--- src/clk_synth_map.svh ---
// Register offsets, field positions, reset values and timing counts of the clock control block
// *****************************************************************************
// How it works
// - Lock flag in the control register shows whether the synthesizer is locked.
// - With the mode strap high, system reset stays asserted at power-up until the synthesizer reports lock.
// - Prescale and modulus sit in the feedback path; changing them forces a relock.
// - Divide select zero divides the VCO by four, one divides it by two.
// - Changing divide select alters system clock at once without any relock.
// - A rising edge at the comparator input forces relock; the lock flag follows.
// - Slow reference: sys = 4*ref*(modulus+1)*2^(2*prescale+divide select).
// - Fast reference: sys = ref/128 * 4*(modulus+1)*2^(2*prescale+divide select).
// - Control register resets to 3F00 hex.
// - Mode strap low at reset disables the PLL; external clock used directly.
// - A multiplier is produced for every modulus and prescale/divide setting.
// *****************************************************************************
`ifndef CLK_SYNTH_MAP_SVH
`define CLK_SYNTH_MAP_SVH

// *****************************************************************************
// Register offsets (byte addresses)
// *****************************************************************************
`define SYNTH_CTRL_OFS    12'h000
`define IRQ_STATUS_OFS    12'h004
`define IRQ_MASK_OFS      12'h008
`define FREQ_MULT_OFS     12'h00C
`define MODE_STAT_OFS     12'h010

// *****************************************************************************
// Control register fields
// *****************************************************************************
`define CTRL_PRESCALE_POS 15
`define CTRL_DIVSEL_POS   14
`define CTRL_MOD_MSB      13
`define CTRL_MOD_LSB      8
`define CTRL_LOCK_POS     3
`define CTRL_RESET        16'h3F00

// Interrupt status bits
`define IRQ_LOCK_GAIN_POS 0
`define IRQ_LOCK_LOSS_POS 1

// *****************************************************************************
// Timing
// *****************************************************************************
`define CLOCK_PERIOD_NS   50
`define RELOCK_TIME_NS    100000
`define RELOCK_CYCLES     ((`RELOCK_TIME_NS + `CLOCK_PERIOD_NS - 1) / `CLOCK_PERIOD_NS)

`endif

--- src/clk_synth_pkg.sv ---
// Types shared by the clock control block
package clk_synth_pkg;
  typedef enum logic [1:0] {
    LOCK_STRAP    = 2'b00,
    LOCK_ACQUIRE  = 2'b01,
    LOCK_LOCKED   = 2'b10,
    LOCK_BYPASS   = 2'b11
  } lock_state_e;

  typedef struct packed {
    logic       prescale;
    logic       div_sel;
    logic [5:0] modulus;
  } synth_cfg_s;
endpackage

--- src/synth_cfg_if.sv ---
// Interface carrying the synthesizer settings and multiplier between modules
interface synth_cfg_if;
  import clk_synth_pkg::*;
  synth_cfg_s  cfg;
  logic [11:0] mult_slow;
  logic [10:0] mult_fast_x32;

  modport ctrl (output cfg, input mult_slow, input mult_fast_x32);
  modport calc (input cfg, output mult_slow, output mult_fast_x32);
endinterface

--- src/synth_mult_calc.sv ---
// Clock multiplier calculation from the synthesizer settings
module synth_mult_calc
  import clk_synth_pkg::*;
(
  synth_cfg_if.calc cfg_if
);
  logic [10:0] base;
  logic [1:0]  shift;

  // Slow multiplier is 4*(Y+1) shifted by 2W+X; fast is the same over 128, held times 32
  always_comb begin
    base  = {3'h0, {2'h0, cfg_if.cfg.modulus} + 8'h01} << 2;
    shift = {cfg_if.cfg.prescale, 1'b0} + {1'b0, cfg_if.cfg.div_sel};
    cfg_if.mult_slow     = 12'(base) << shift;
    cfg_if.mult_fast_x32 = 11'((12'(base) << shift) >> 2);
  end
endmodule // synth_mult_calc

--- src/clk_synth_ctrl.sv ---
// Clock synthesizer control: APB registers, lock tracking, reset hold, bypass
`include "clk_synth_map.svh"

module clk_synth_ctrl
  import clk_synth_pkg::*;
#(
  parameter int RELOCK_CYCLES = `RELOCK_CYCLES
) (
  input  wire logic        clock_i,
  input  wire logic        rst_n_i,
  input  wire logic        clock_mode_strap_i,
  input  wire logic        ref_clk_change_i,
  input  wire logic        psel_i,
  input  wire logic        penable_i,
  input  wire logic        pwrite_i,
  input  wire logic [11:0] paddr_i,
  input  wire logic [31:0] pwdata_i,
  output logic      [31:0] prdata_o,
  output logic             pready_o,
  output logic             pslverr_o,
  output logic             synth_lock_flag_o,
  output logic             sys_rst_n_o,
  output logic             pll_enable_o,
  output logic             vco_div2_o,
  output logic             relock_o,
  output logic      [7:0]  feedback_cfg_o,
  output logic             irq_o
);

  // *****************************************************************************
  // Strap and comparator input synchronisers
  // *****************************************************************************
  logic [2:0] strap_sync_reg;
  logic [2:0] ref_sync_reg;
  logic       strap_stable;
  logic       ref_change_evt;

  // Three flops each; only stages two and three are compared
  always_ff @(posedge clock_i or negedge rst_n_i) begin
    if (!rst_n_i) begin
      strap_sync_reg <= 3'h7;
      ref_sync_reg   <= 3'h0;
    end else begin
      strap_sync_reg <= {strap_sync_reg[1:0], clock_mode_strap_i};
      ref_sync_reg   <= {ref_sync_reg[1:0], ref_clk_change_i};
    end
  end
  assign strap_stable   = (strap_sync_reg[1] == strap_sync_reg[2]);
  assign ref_change_evt = ref_sync_reg[1] & ~ref_sync_reg[2];  // Rising edge on reference change

  // *****************************************************************************
  // Control register and APB
  // *****************************************************************************
  synth_cfg_if cfg_bus ();
  synth_mult_calc u_mult (.cfg_if(cfg_bus));

  synth_cfg_s  cfg_reg, cfg_next;
  logic [1:0]  irq_stat_reg, irq_stat_next;
  logic [1:0]  irq_mask_reg, irq_mask_next;
  logic [31:0] prdata_reg, prdata_next;
  logic        wr_en;
  logic        rd_en;
  logic        addr_ok;
  logic        fb_change;
  logic [1:0]  irq_set;

  assign pready_o  = 1'b1;                              // Zero wait states
  assign wr_en     = psel_i & penable_i & pwrite_i;
  // Read data is loaded in the setup cycle so it stands through the access edge
  assign rd_en     = psel_i & ~penable_i & ~pwrite_i;
  assign pslverr_o = psel_i & penable_i & ~addr_ok;
  assign cfg_bus.cfg = cfg_reg;

  // Address decode
  always_comb begin
    unique case (paddr_i)
      `SYNTH_CTRL_OFS, `IRQ_STATUS_OFS, `IRQ_MASK_OFS,
      `FREQ_MULT_OFS, `MODE_STAT_OFS: addr_ok = 1'b1;
      default:                        addr_ok = 1'b0;
    endcase
  end

  // Next register values and read mux
  always_comb begin
    cfg_next      = cfg_reg;
    irq_mask_next = irq_mask_reg;
    irq_stat_next = irq_stat_reg;
    prdata_next   = prdata_reg;
    fb_change     = 1'b0;
    if (wr_en && paddr_i == `SYNTH_CTRL_OFS) begin
      // Lock flag bit is not writable
      cfg_next.prescale = pwdata_i[`CTRL_PRESCALE_POS];
      cfg_next.div_sel  = pwdata_i[`CTRL_DIVSEL_POS];
      cfg_next.modulus  = pwdata_i[`CTRL_MOD_MSB:`CTRL_MOD_LSB];
      fb_change = (pwdata_i[`CTRL_PRESCALE_POS] != cfg_reg.prescale) ||
                  (pwdata_i[`CTRL_MOD_MSB:`CTRL_MOD_LSB] != cfg_reg.modulus);
    end
    if (wr_en && paddr_i == `IRQ_MASK_OFS) begin
      irq_mask_next = pwdata_i[1:0];
    end
    if (wr_en && paddr_i == `IRQ_STATUS_OFS) begin
      irq_stat_next = irq_stat_next & ~pwdata_i[1:0];
    end
    irq_stat_next = irq_stat_next | irq_set;            // Set wins over clear
    if (rd_en) begin
      unique case (paddr_i)
        `SYNTH_CTRL_OFS: prdata_next = {16'h0000, cfg_reg.prescale, cfg_reg.div_sel,
                                        cfg_reg.modulus, 4'h0, synth_lock_flag_o, 3'h0};
        `IRQ_STATUS_OFS: prdata_next = {30'h0, irq_stat_reg};
        `IRQ_MASK_OFS:   prdata_next = {30'h0, irq_mask_reg};
        `FREQ_MULT_OFS:  prdata_next = {5'h0, cfg_bus.mult_fast_x32, 4'h0,
                                        cfg_bus.mult_slow};
        `MODE_STAT_OFS:  prdata_next = {30'h0, sys_rst_n_o, pll_enable_o};
        default:         prdata_next = 32'h0000_0000;
      endcase
    end
  end

  // Register stage
  always_ff @(posedge clock_i or negedge rst_n_i) begin
    if (!rst_n_i) begin
      cfg_reg      <= synth_cfg_s'(8'(`CTRL_RESET >> `CTRL_MOD_LSB));
      irq_stat_reg <= 2'h0;
      irq_mask_reg <= 2'h0;
      prdata_reg   <= 32'h0000_0000;
    end else begin
      cfg_reg      <= cfg_next;
      irq_stat_reg <= irq_stat_next;
      irq_mask_reg <= irq_mask_next;
      prdata_reg   <= prdata_next;
    end
  end
  assign prdata_o = prdata_reg;
  assign irq_o    = |(irq_stat_reg & irq_mask_reg);

  // *****************************************************************************
  // Lock tracking, reset hold and bypass
  // *****************************************************************************
  lock_state_e lock_state_reg, lock_state_next;
  logic [31:0] relock_cnt_reg, relock_cnt_next;
  logic        lock_reg, lock_next;
  logic        rst_hold_reg, rst_hold_next;
  logic [1:0]  strap_cnt_reg, strap_cnt_next;

  // Strap decision waits until the pin level has filled all three sync stages
  always_comb begin
    strap_cnt_next = strap_cnt_reg;
    if (lock_state_reg == LOCK_STRAP && strap_cnt_reg != 2'h3) begin
      strap_cnt_next = strap_cnt_reg + 2'h1;
    end
  end

  always_ff @(posedge clock_i or negedge rst_n_i) begin
    if (!rst_n_i) begin
      strap_cnt_reg <= 2'h0;
    end else begin
      strap_cnt_reg <= strap_cnt_next;
    end
  end

  // Strap is sampled once stable after reset; then lock follows relock delay
  always_comb begin
    lock_state_next = lock_state_reg;
    relock_cnt_next = relock_cnt_reg;
    lock_next       = lock_reg;
    rst_hold_next   = rst_hold_reg;
    irq_set         = 2'h0;
    unique case (lock_state_reg)
      LOCK_STRAP: begin
        if (strap_stable && strap_cnt_reg == 2'h3) begin
          if (strap_sync_reg[2]) begin
            lock_state_next = LOCK_ACQUIRE;
            relock_cnt_next = 32'(RELOCK_CYCLES);
          end else begin
            lock_state_next = LOCK_BYPASS;
            rst_hold_next   = 1'b0;
          end
        end
      end
      LOCK_ACQUIRE: begin
        if (fb_change || ref_change_evt) begin
          relock_cnt_next = 32'(RELOCK_CYCLES);
        end else if (relock_cnt_reg <= 32'h1) begin
          lock_state_next = LOCK_LOCKED;
          lock_next       = 1'b1;
          rst_hold_next   = 1'b0;
          irq_set[`IRQ_LOCK_GAIN_POS] = 1'b1;
        end else begin
          relock_cnt_next = relock_cnt_reg - 32'h1;
        end
      end
      LOCK_LOCKED: begin
        if (fb_change || ref_change_evt) begin
          lock_state_next = LOCK_ACQUIRE;
          lock_next       = 1'b0;
          relock_cnt_next = 32'(RELOCK_CYCLES);
          irq_set[`IRQ_LOCK_LOSS_POS] = 1'b1;
        end
      end
      LOCK_BYPASS: begin
        lock_next = 1'b0;
      end
    endcase
  end

  always_ff @(posedge clock_i or negedge rst_n_i) begin
    if (!rst_n_i) begin
      lock_state_reg <= LOCK_STRAP;
      relock_cnt_reg <= 32'h0;
      lock_reg       <= 1'b0;
      rst_hold_reg   <= 1'b1;
    end else begin
      lock_state_reg <= lock_state_next;
      relock_cnt_reg <= relock_cnt_next;
      lock_reg       <= lock_next;
      rst_hold_reg   <= rst_hold_next;
    end
  end

  // Outputs toward the analog loop and the system
  assign synth_lock_flag_o = lock_reg;
  assign sys_rst_n_o       = ~rst_hold_reg;
  assign pll_enable_o      = (lock_state_reg == LOCK_ACQUIRE) ||
                             (lock_state_reg == LOCK_LOCKED);
  assign vco_div2_o        = cfg_reg.div_sel;
  assign relock_o          = (lock_state_reg == LOCK_ACQUIRE);
  assign feedback_cfg_o    = {1'b0, cfg_reg.prescale, cfg_reg.modulus};

endmodule // clk_synth_ctrl

--- config.mk ---
export PLATFORM = sky130hd
export DESIGN_NAME = clk_synth_ctrl
export DESIGN_NICKNAME = d
export VERILOG_FILES = /design/src/clk_synth_pkg.sv /design/src/synth_cfg_if.sv /design/src/synth_mult_calc.sv /design/src/clk_synth_ctrl.sv
export VERILOG_INCLUDE_DIRS = /design/src
export SDC_FILE = /design/constraint.sdc
export NUM_CORES = 1
export LEC_CHECK = 0
export BUFFER_PORTS_ARGS = -buffer_cell sky130_fd_sc_hd__buf_2
export CORE_ASPECT_RATIO = 0.5
export CORE_MARGIN = 5
export CORE_UTILIZATION = 56
export DETAILED_ROUTE_END_ITERATION = 10
export PLACE_DENSITY = 0.82
export SETUP_SLACK_MARGIN = 0.15
export SYNTH_ARGS = -nofsm -noshare
export SYNTH_HDL_FRONTEND = slang
export SYNTH_SLANG_ARGS = --single-unit
--- constraint.sdc ---
create_clock -name clock_i -period 7.55 [get_ports clock_i]
set_input_delay 1.51 -clock clock_i [delete_from_list [all_inputs] [get_ports clock_i]]
set_output_delay 1.51 -clock clock_i [all_outputs]
set_load 0.005 [all_outputs]
== Word-level counts from Yosys, hierarchy flattened ==
Index checks and enable logic that the tools add are counted.
Word-level totals
  register bits after elaboration: 88
  bits in latches: 0
  memory bits (writable): 0
  ROM bits: 0
  word-level logic and storage cells: 102
  memories kept: 0
Cells by class
  add/subtract/negate cells: 4
  multiply operators: 0
  divide/modulo/power cells: 0
  magnitude comparators: 1
  equal/unequal tests: 19
  shifts and indexed selects: 1
  multiplexer cells: 30
  bitwise gates (word level): 15
  reductions and logical operators: 19
Operator list (count)
  32-bit two-way mux: 5
  26-bit case mux with 5 select lines: 1
  32-bit case mux with 3 select lines: 1
  32-bit by 1-bit <= comparator with 1-bit output, second input constant: 1
  32-bit by 1-bit subtractor with 32-bit output, second input constant: 1
  12-bit by 4-bit equality test with 1-bit output, second input constant: 2
  5-bit AND reduction: 3
  1-bit two-way mux: 14
  12-bit by 3-bit equality test with 1-bit output, second input constant: 1
  12-bit by 5-bit equality test with 1-bit output, second input constant: 1
  12-bit zero test: 1
  2-bit two-way mux: 6
  10-bit by 2-bit << shifter with 12-bit output: 1
  2-bit inequality test, second input constant: 5
  6-bit by 1-bit adder with 7-bit output, second input constant: 1
  1-bit AND: 6
  2-bit equality test, second input constant: 3
  6-bit inequality test: 1
  2-bit case mux with 3 select lines: 1
  3-bit nonzero test: 2
  1-bit logical AND: 5
  1-bit NOT: 5
  5-bit OR reduction: 1
  2-bit AND: 2
  other kinds (16): 19

== Longest topological paths before layout ==
Gate-level depths: netlist of the first run.
  word-level depth: 8
  depth in mapped cells: 9
  gate-level depth less buffers: 8

== By module ==
From an unflattened synthesis of the first run, not the netlist that was laid out.
Unflattened totals
  cells, all modules: 539
  area total of the unflattened synthesis: 4870.9 sq um
Modules (own cells, without submodules)
  clk_synth_ctrl: instances 1, cells each 486, area each 4464.3 sq um, seq. area each 2089.5 sq um
  synth_mult_calc: instances 1, cells each 53, area each 406.6 sq um, seq. area each 0.0 sq um

== Worst setup path before layout of the first run ==
OpenSTA, ideal clock, no wires.
  path type: input -> output
  from: input port paddr_i[9]
  to: output port pslverr_o
  arrival time: 2248 ps
  data required time: 6040 ps
  slack: 3792 ps
  cell stages on the path: 4
  path buffers: 0
  cells stage by stage: nor4_1 -> nand3_1 -> a21oi_1 -> nor2_1
On the way
  cells in the longest elaborated chain, start to end: 5
  elaborated cells on any way between the ends: 9
RTL lines
  start: declaration: line clk_synth_ctrl.sv:16  | input wire logic [11:0] paddr_i,
  12-bit by 4-bit equality test with 1-bit output (tied with other cells): line clk_synth_ctrl.sv:76  | unique case (paddr_i)
  5-bit OR reduction *: line clk_synth_ctrl.sv:76
  1-bit two-way mux *: line clk_synth_ctrl.sv:76
  1-bit NOT *: line clk_synth_ctrl.sv:71  | assign pslverr_o = psel_i & penable_i & ~addr_ok;
  1-bit AND *: line clk_synth_ctrl.sv:71
  end: declaration: line clk_synth_ctrl.sv:20  | output logic pslverr_o,
Mark *: on every way between the ends. The rest lies on a longest branch, timed or not.

== Worst setup path after layout of the first run ==
  from: input port paddr_i[9]
  to: register relock_cnt_reg[3]
On the way
  cells in the longest elaborated chain, start to end: 6
  elaborated cells on any way between the ends: 9
RTL lines
  12-bit zero test *
  1-bit logical AND (no source line) *
  1-bit two-way mux *: line clk_synth_ctrl.sv:90  | if (wr_en && paddr_i == `SYNTH_CTRL_OFS) begin
  1-bit logical OR *: line clk_synth_ctrl.sv:181, clk_synth_ctrl.sv:193
  3-bit inequality test (no source line) (tied with other cells)
  5-bit AND reduction (no source line) / 32-bit case mux with 3 select lines (equally long branches)
  end signal: assignment: line clk_synth_ctrl.sv:214  | relock_cnt_reg <= relock_cnt_next;
  end: declaration: line clk_synth_ctrl.sv:140  | logic [31:0] relock_cnt_reg, relock_cnt_next;
Marks and branches as above.
A chain may end at the register's enable or synchronous reset.

==> qor.yml, run 1 <==
status: "complete, no violations"
finalMaxSlewViolations: 0
relSlewSlack_pct: 30.0
dieWidth_um: 139
antenna_found_initial: 0
tns_ns: 0
cp-start-kind: "input port"
cts_buffer_depth: 2
vias: 4095
path_cells: "buf_2, nor4_1, nand3_1, nor4_4, a21oi_1, buf_4, nor3_2, a31oi_1"
post-place-ws_ns: 2.87
worst_setup_path_end_kind: "flop"
synth_flop_cell: "dfrtp_1"
die-area_um2: 10300
largest_reg_flops: 32
gp_congestion: 0.871
cts.sinks: 77
post-cts-setup-buffer-count: 0
finalNonFillerCells: 671
grt_pass1_vias: 3827
postCtsResizedCells: 0
critical_path_buf_inv_count: 2
area_delta_synth_final_pct: 13.4
p_seq_share_pct: 47.5
numCtsBuffers: 9
placed_cell_area_um2: 4970
syn_avg_cell_area_um2: 9.15
power_frac_comb_pct: 4.0
tightestPinTransition_ns: 1.04
pin_count: 99
ir_worst_vdd_mv: 0.110
num_rows: 23
grt_usage_pct: 21.8
synth_area_leaders: "dfrtp_1 (36%), dfstp_2 (5.7%), nand2_1 (5.5%)"
final_area_um2: 5270
rsz0062_at_grt: "false"
placement.io_buffers: 68
yosysWarnings: 0
dpl.cell_count: 655
routed_wl_mm: 10.9
synthDistinctLibCells: 72
clkLatencyLatePin_ns: 0.34
hold_viol_final: 0
grt_start_max_net_pins: 78
synth_top_area_share_pct: 36.1
clk_transition_reported_paths_ns: 0.06
hold_class: "reg2reg"
drc: 0
setup_ws_ns: 3.25
drtIter0Drc: 446
die_y_um: 74.4
overflow: 0
critPathKind: "in2reg"
leakage_uw: 0.00232
synthArstFlopShare_pct: 100
final_layout_size_suffix_gt1_share_pct: 24.0
core-area_um2: 8060
synth.cell_area_um2: 4650
p_sw_share_pct: 21.8
critPathMaxStageDelay_ns: 0.86
avgViaCountPerCell: 6.10
ant_nets: 0
ys_seq_area_share_pct: 41.7
critical_path_peak_fanout: 21
fin_crit_ns: 4.30
grt_pass1_wl_mm: 18.4
layout.nets: 615
period_share_pct: 57.0
internal_power_uw: 695
initial_core_util_pct: 57.7
antennaDiodeCount: 0
slowest_stage: "nor4_4"
setup_violations: 0
cts_root_buf: "clkbuf_16"
p_clk_share_pct: 48.5
timing.fmax_ghz: 0.232
p_sw_uw: 194
cts.hold.buffers_added: 0
powerDensity_nw_per_um2: 169
first_pass_iters: 5
wl_per_cell_um: 16.2
critPathTopFamily: "simple AND/OR/NAND/NOR gates"
fin_skew_ns: 0.00359
syn_inst: 508
yosys.area.top_type: "dfrtp_1"
critical_path_required_ns: 7.71
maxCapViolCount: 0
synth_edf_count: 0
cts_tree: "yes"
place_hpwl_mm: 7.37
htree_levels: 3
ys_ff_latch: 77
arrival_ns: 4.47
==> cells in the mapped netlist, types with 3 or more instances <==
cell type  number
nand2b_1        7
xor2_1          5
and2_1          3
nand3_1        37
nand2_1        68
nor3_1         16
xnor2_1         5
a21o_1          6
buf_2           6
mux2_2         13
inv_1          14
nand4_1         9
nor4_1          9
ha_1           10
dfstp_2        10
and3_1          4
nor2_1         28
a22o_1          5
buf_4          13
nor4_2          4
a31oi_1        15
nor3b_1         4
clkbuf_1       21
a41oi_1         5
a211oi_1       10
mux2i_1        12
a2111oi_0       4
dfrtp_1        67
buf_1           3
or3_1           3
o21ai_0        17
a21oi_1        20
or2_2           3
==> cell usage in the layout (no fill, tap or decap), drive strengths merged, types with 5 or more instances in the layout <==
cell     count
nor3        17
nand2       68
a211oi      11
clkbuf      10
buf         73
mux2        13
dfstp       10
dfrtp       67
ha          10
a41oi        5
a2111oi      5
a21o         6
o21ai       19
xor2         5
a21oi       20
nor4        15
xnor2        5
a22o         5
nand4       10
conb         8
mux2i       12
nand2b       7
inv         14
a31oi       15
nand3       37
nor2        28
==> area by class of cell <==
| class | count | area, µm² |
|---|---|---|
| inverters | 14 | 52.6 |
| multi-input cells | 379 | 2460 |
| clock inverters | 6 | 62.6 |
| flip-flops and latches | 77 | 1940 |
| fillers | 646 | 2790 |
| repair buffers | 73 | 380 |
| well taps | 112 | 140 |
| clock buffers | 10 | 239 |
==> metal layers <==
| metal | track usage, % | share of wire [%] | vias to the layer above |
|---|---|---|---|
| li1 | - | - | 1942 |
| met1 | 28.8 | 44 | 1974 |
| met2 | 36.1 | 47 | 161 |
| met3 | 5.01 | 7.0 | 18 |
| met4 | 7.59 | 1.5 | 0 |
| met5 | 0 | 0 | - |
==> cell families (layout without fill, tap and decap cells) <==
| kind of cell | after synthesis | count (layout) | synth area share, % |
|---|---|---|---|
| AO/OA/AOI/OAI | 111 | 111 | 17.2 |
| XOR/XNOR | 10 | 10 | 1.88 |
| adder cells (fa/ha/maj) | 10 | 10 | 2.69 |
| buffers and inverters | 58 | 103 | 6.05 |
| flip-flops | 77 | 77 | 41.7 |
| multiplexers | 25 | 25 | 5.73 |
| other | 2 | 8 | 0.162 |
| AND/OR/NAND/NOR | 215 | 215 | 24.6 |
==> worst reg2reg max path, stage by stage, from the launching register on <==
cell	delay, ns
dfrtp_1	0.71
xor2_1	0.24
nor4_1	0.09
nand4_1	0.29
a21oi_1	0.13
buf_4	0.28
nor3_2	0.82
a31oi_1	0.22
==> power groups by stage <==
stage	logic, µW	clock network (µW)	registers, µW
detailed placement	35.5	0	429
CTS	36.0	437	422
finish	35.4	431	422
floorplan	15.3	0	429
global route	40.4	456	423
global placement	34.8	0	429
==> final timing paths <==
kind	end	start	slack, ns	cells after the start
min reg2reg	strap_sync_reg[1]	strap_sync_reg[0]	0.36	0
max	relock_cnt_reg[3]	paddr_i[9]	3.25	8
min	strap_sync_reg[1]	strap_sync_reg[0]	0.36	0
min in group asynchronous	relock_cnt_reg[11]	rst_n_i	1.31	1
max in group asynchronous	prdata_o[21]	rst_n_i	5.61	1
max reg2reg	relock_cnt_reg[3]	feedback_cfg_o[6]	4.59	7
==> stage by stage <==
step	total power (µW)	hold WS [ns]	utilization (%)
2_1_floorplan	444	0.331	-
3_3_place_gp	464	0.346	61.7
3_5_place_dp	465	0.352	61.7
4_1_cts	895	0.360	65.4
5_1_grt	919	0.366	65.4
6_report	889	0.358	65.4
Note: power is estimated with default switching activity, not from simulation.
==> run 2, diff against run 1 <==
--- a/config.mk
+++ b/config.mk
@@ -6,12 +6,13 @@
 export SDC_FILE = /design/constraint.sdc
 export NUM_CORES = 1
 export LEC_CHECK = 0
+export ABC_AREA = 1
 export BUFFER_PORTS_ARGS = -buffer_cell sky130_fd_sc_hd__buf_2
 export CORE_ASPECT_RATIO = 0.5
 export CORE_MARGIN = 5
-export CORE_UTILIZATION = 56
+export CORE_UTILIZATION = 51
 export DETAILED_ROUTE_END_ITERATION = 10
-export PLACE_DENSITY = 0.82
+export PLACE_DENSITY = 0.78
 export SETUP_SLACK_MARGIN = 0.15
 export SYNTH_ARGS = -nofsm -noshare
 export SYNTH_HDL_FRONTEND = slang
==> constraint.sdc (replaced) <==
create_clock -name clock_i -period 3.7 [get_ports clock_i]
set_input_delay 0.74 -clock clock_i [delete_from_list [all_inputs] [get_ports clock_i]]
set_output_delay 0.74 -clock clock_i [all_outputs]
set_load 0.005 [all_outputs]
==> qor.yml, run 2 <==
overflow: 0
synth_area_leaders: "dfrtp_1 (33%), nand2_1 (15%), nor2_1 (7.4%)"
synth_flop_cell: "dfrtp_1"
grt_start_max_net_pins: 78
multiInputGateArea_um2: 2570
critical_path_required_ns: 2.96
seqCellArea_um2: 1940
postCtsResizedCells: 0
yosys.area_share.simple_pct: 32.7
status: "complete, no violations"
fill_cells: 857
largest_reg_flops: 32
final_area_um2: 5690
fin_crit_ns: 2.50
num_rows: 25
wl_per_cell_um: 13.1
critPathLaunch: "paddr_i[11]"
antennaDiodeCount: 0
ys_seq_area_share_pct: 38.6
period_share_pct: 67.6
critical_path_peak_fanout: 4
final_common_cell: "nand2_1"
grt_usage_pct: 21.0
dieWidth_um: 150
setup_violations: 0
synthArstFlopShare_pct: 100
critPathKind: "in2out"
cp-start-kind: "input port"
ant_nets: 0
mostFrequentLayoutCells: "nand2_1 (200), nor2_1 (99), inv_1 (79), dfrtp_1 (67), buf_2 (67)"
initial_core_util_pct: 52.7
cts_tree: "yes"
hold_class: "reg2reg"
synthDistinctLibCells: 39
critPathCapture: "pslverr_o"
relSlewSlack_pct: 35.9
hold_viol_final: 0
syn_avg_cell_area_um2: 7.22
yosys.area.top_type: "dfrtp_1"
avgViaCountPerCell: 5.08
die_y_um: 80.2
fin_skew_ns: 0.00642
syn_inst: 696
tns_ns: 0
synth_common_cells: "nand2_1 (200), nor2_1 (99), inv_1 (79)"
setup_ws_ns: 1.20
first_pass_iters: 5
place_hpwl_mm: 8.16
grt_pass1_vias: 4464
timing.fmax_ghz: 0.400
worst_setup_path_end_kind: "primary output"
synth_top_family_by_area: "simple AND/OR/NAND/NOR gates"
placed_cell_area_um2: 5350
yosysWarnings: 0
r2r-start: "relock_cnt_reg[0]"
synthMuxAreaShare_pct: 0.672
placement.io_buffers: 68
r2r_end: "relock_cnt_reg[11]"
grt_pass1_wl_mm: 20.3
routed_wl_mm: 11.7
ys_ff_latch: 77
die-area_um2: 12100
post-place-ws_ns: 0.870
leakage_uw: 0.00315
synth.most_common_cell: "nand2_1"
cts_buffer_depth: 2
synth.cell_area_um2: 5030
regToRegSetupSlack_ns: 1.34
layout.nets: 812
synth_compound_area_share_pct: 11.1
powerDensity_nw_per_um2: 538
tightestPinTransition_ns: 0.961
clk_transition_reported_paths_ns: 0.06
ir_worst_vdd_mv: 0.280
numCtsBuffers: 9
htree_levels: 3
gp_congestion: 0.897
cts.sinks: 77
synth_edf_count: 0
final_layout_size_suffix_gt1_share_pct: 16.1
synth_fa_ha_area_share_pct: 2.49
pin_count: 99
area_delta_synth_final_pct: 13.2
p_total_uw: 3060
finalMaxSlewViolations: 0
rsz0062_at_grt: "false"
arrival_ns: 1.76
synth_top_area_share_pct: 33.4
drtIter0Drc: 341
clkLatencyLatePin_ns: 0.34
r2r_cells: 11
drc: 0
synthXorXnorAreaFrac_pct: 3.66
core-area_um2: 9540
post-route-util_pct: 59.6
post-cts-setup-buffer-count: 0
vias: 4526
cts.hold.buffers_added: 0
cts_root_buf: "clkbuf_16"
maxCapViolCount: 0
antenna_found_initial: 0
-- run 2: cell types whose count changed after synthesis, sizes merged, moves of 12 or more --
cell | previous run | this run
nand2 | 68 | 206
nor2 | 28 | 110
inv | 14 | 82
o21bai | 0 | 32
a31oi | 15 | 0
clkbuf | 21 | 6
nor4 | 15 | 0
xor2 | 5 | 19
mux2i | 12 | 0
-- run 2: logic make-up after synthesis --
| kind of cell | after synthesis |
|---|---|
| other cells | 2 |
| flops | 77 |
| simple gates | 380 |
| buf+inv | 115 |
| compound gates | 88 |
| mux | 3 |
| xor+xnor | 21 |
| fa+ha+maj | 10 |
-- run 2: final cells by class --
cell class / count / share of cell area, %
clock buffer: 11 / 4.09
clock inverter: 5 / 1.89
inverter: 84 / 5.54
multi-input combinational: 510 / 45.3
sequential: 77 / 34.1
tap: 135 / 2.97
timing repair buffer: 69 / 6.16
-- run 2: worst min path at each step --
| stage | from | endpoint | slack [ns] | cells after the start |
|---|---|---|---|---|
| floorplan | ref_sync_reg[0] | ref_sync_reg[1] | 0.33 | 0 |
| global placement | ref_sync_reg[0] | ref_sync_reg[1] | 0.34 | 0 |
| detailed placement | ref_sync_reg[0] | ref_sync_reg[1] | 0.34 | 0 |
| CTS | ref_sync_reg[0] | ref_sync_reg[1] | 0.35 | 0 |
| global route | strap_sync_reg[0] | strap_sync_reg[1] | 0.36 | 0 |
| finish | strap_sync_reg[0] | strap_sync_reg[1] | 0.35 | 0 |
-- run 2: critical path, cell delays in order --
cell and delay [ns]:
buf_2 0.07, nor2_1 0.03, nand2_1 0.16, inv_1 0.10
nand3_1 0.15, nand4_1 0.12, nor3_1 0.22, buf_2 0.17
-- run 2: stage by stage --
stage,hold slack (ns),instances
floorplan,0.331,702
global placement,0.336,875
detailed placement,0.340,875
CTS,0.354,891
global route,0.360,891
finish,0.351,891
-- run 2: layer usage --
layer / vias to the layer above / GRT usage (%) / share of wire [%]
li1: 2278 / - / -
met1: 2099 / 25.1 / 44
met2: 134 / 36.8 / 48
met3: 15 / 4.79 / 6.2
met4: 0 / 8.30 / 1.7
met5: - / 0 / 0
-- run 2: power breakdown --
| part | total [µW] | switching, µW | internal [µW] |
|---|---|---|---|
| sequential | 1030 | 86.3 | 941 |
| combinational | 1020 | 704 | 312 |
| clock | 1020 | 355 | 663 |
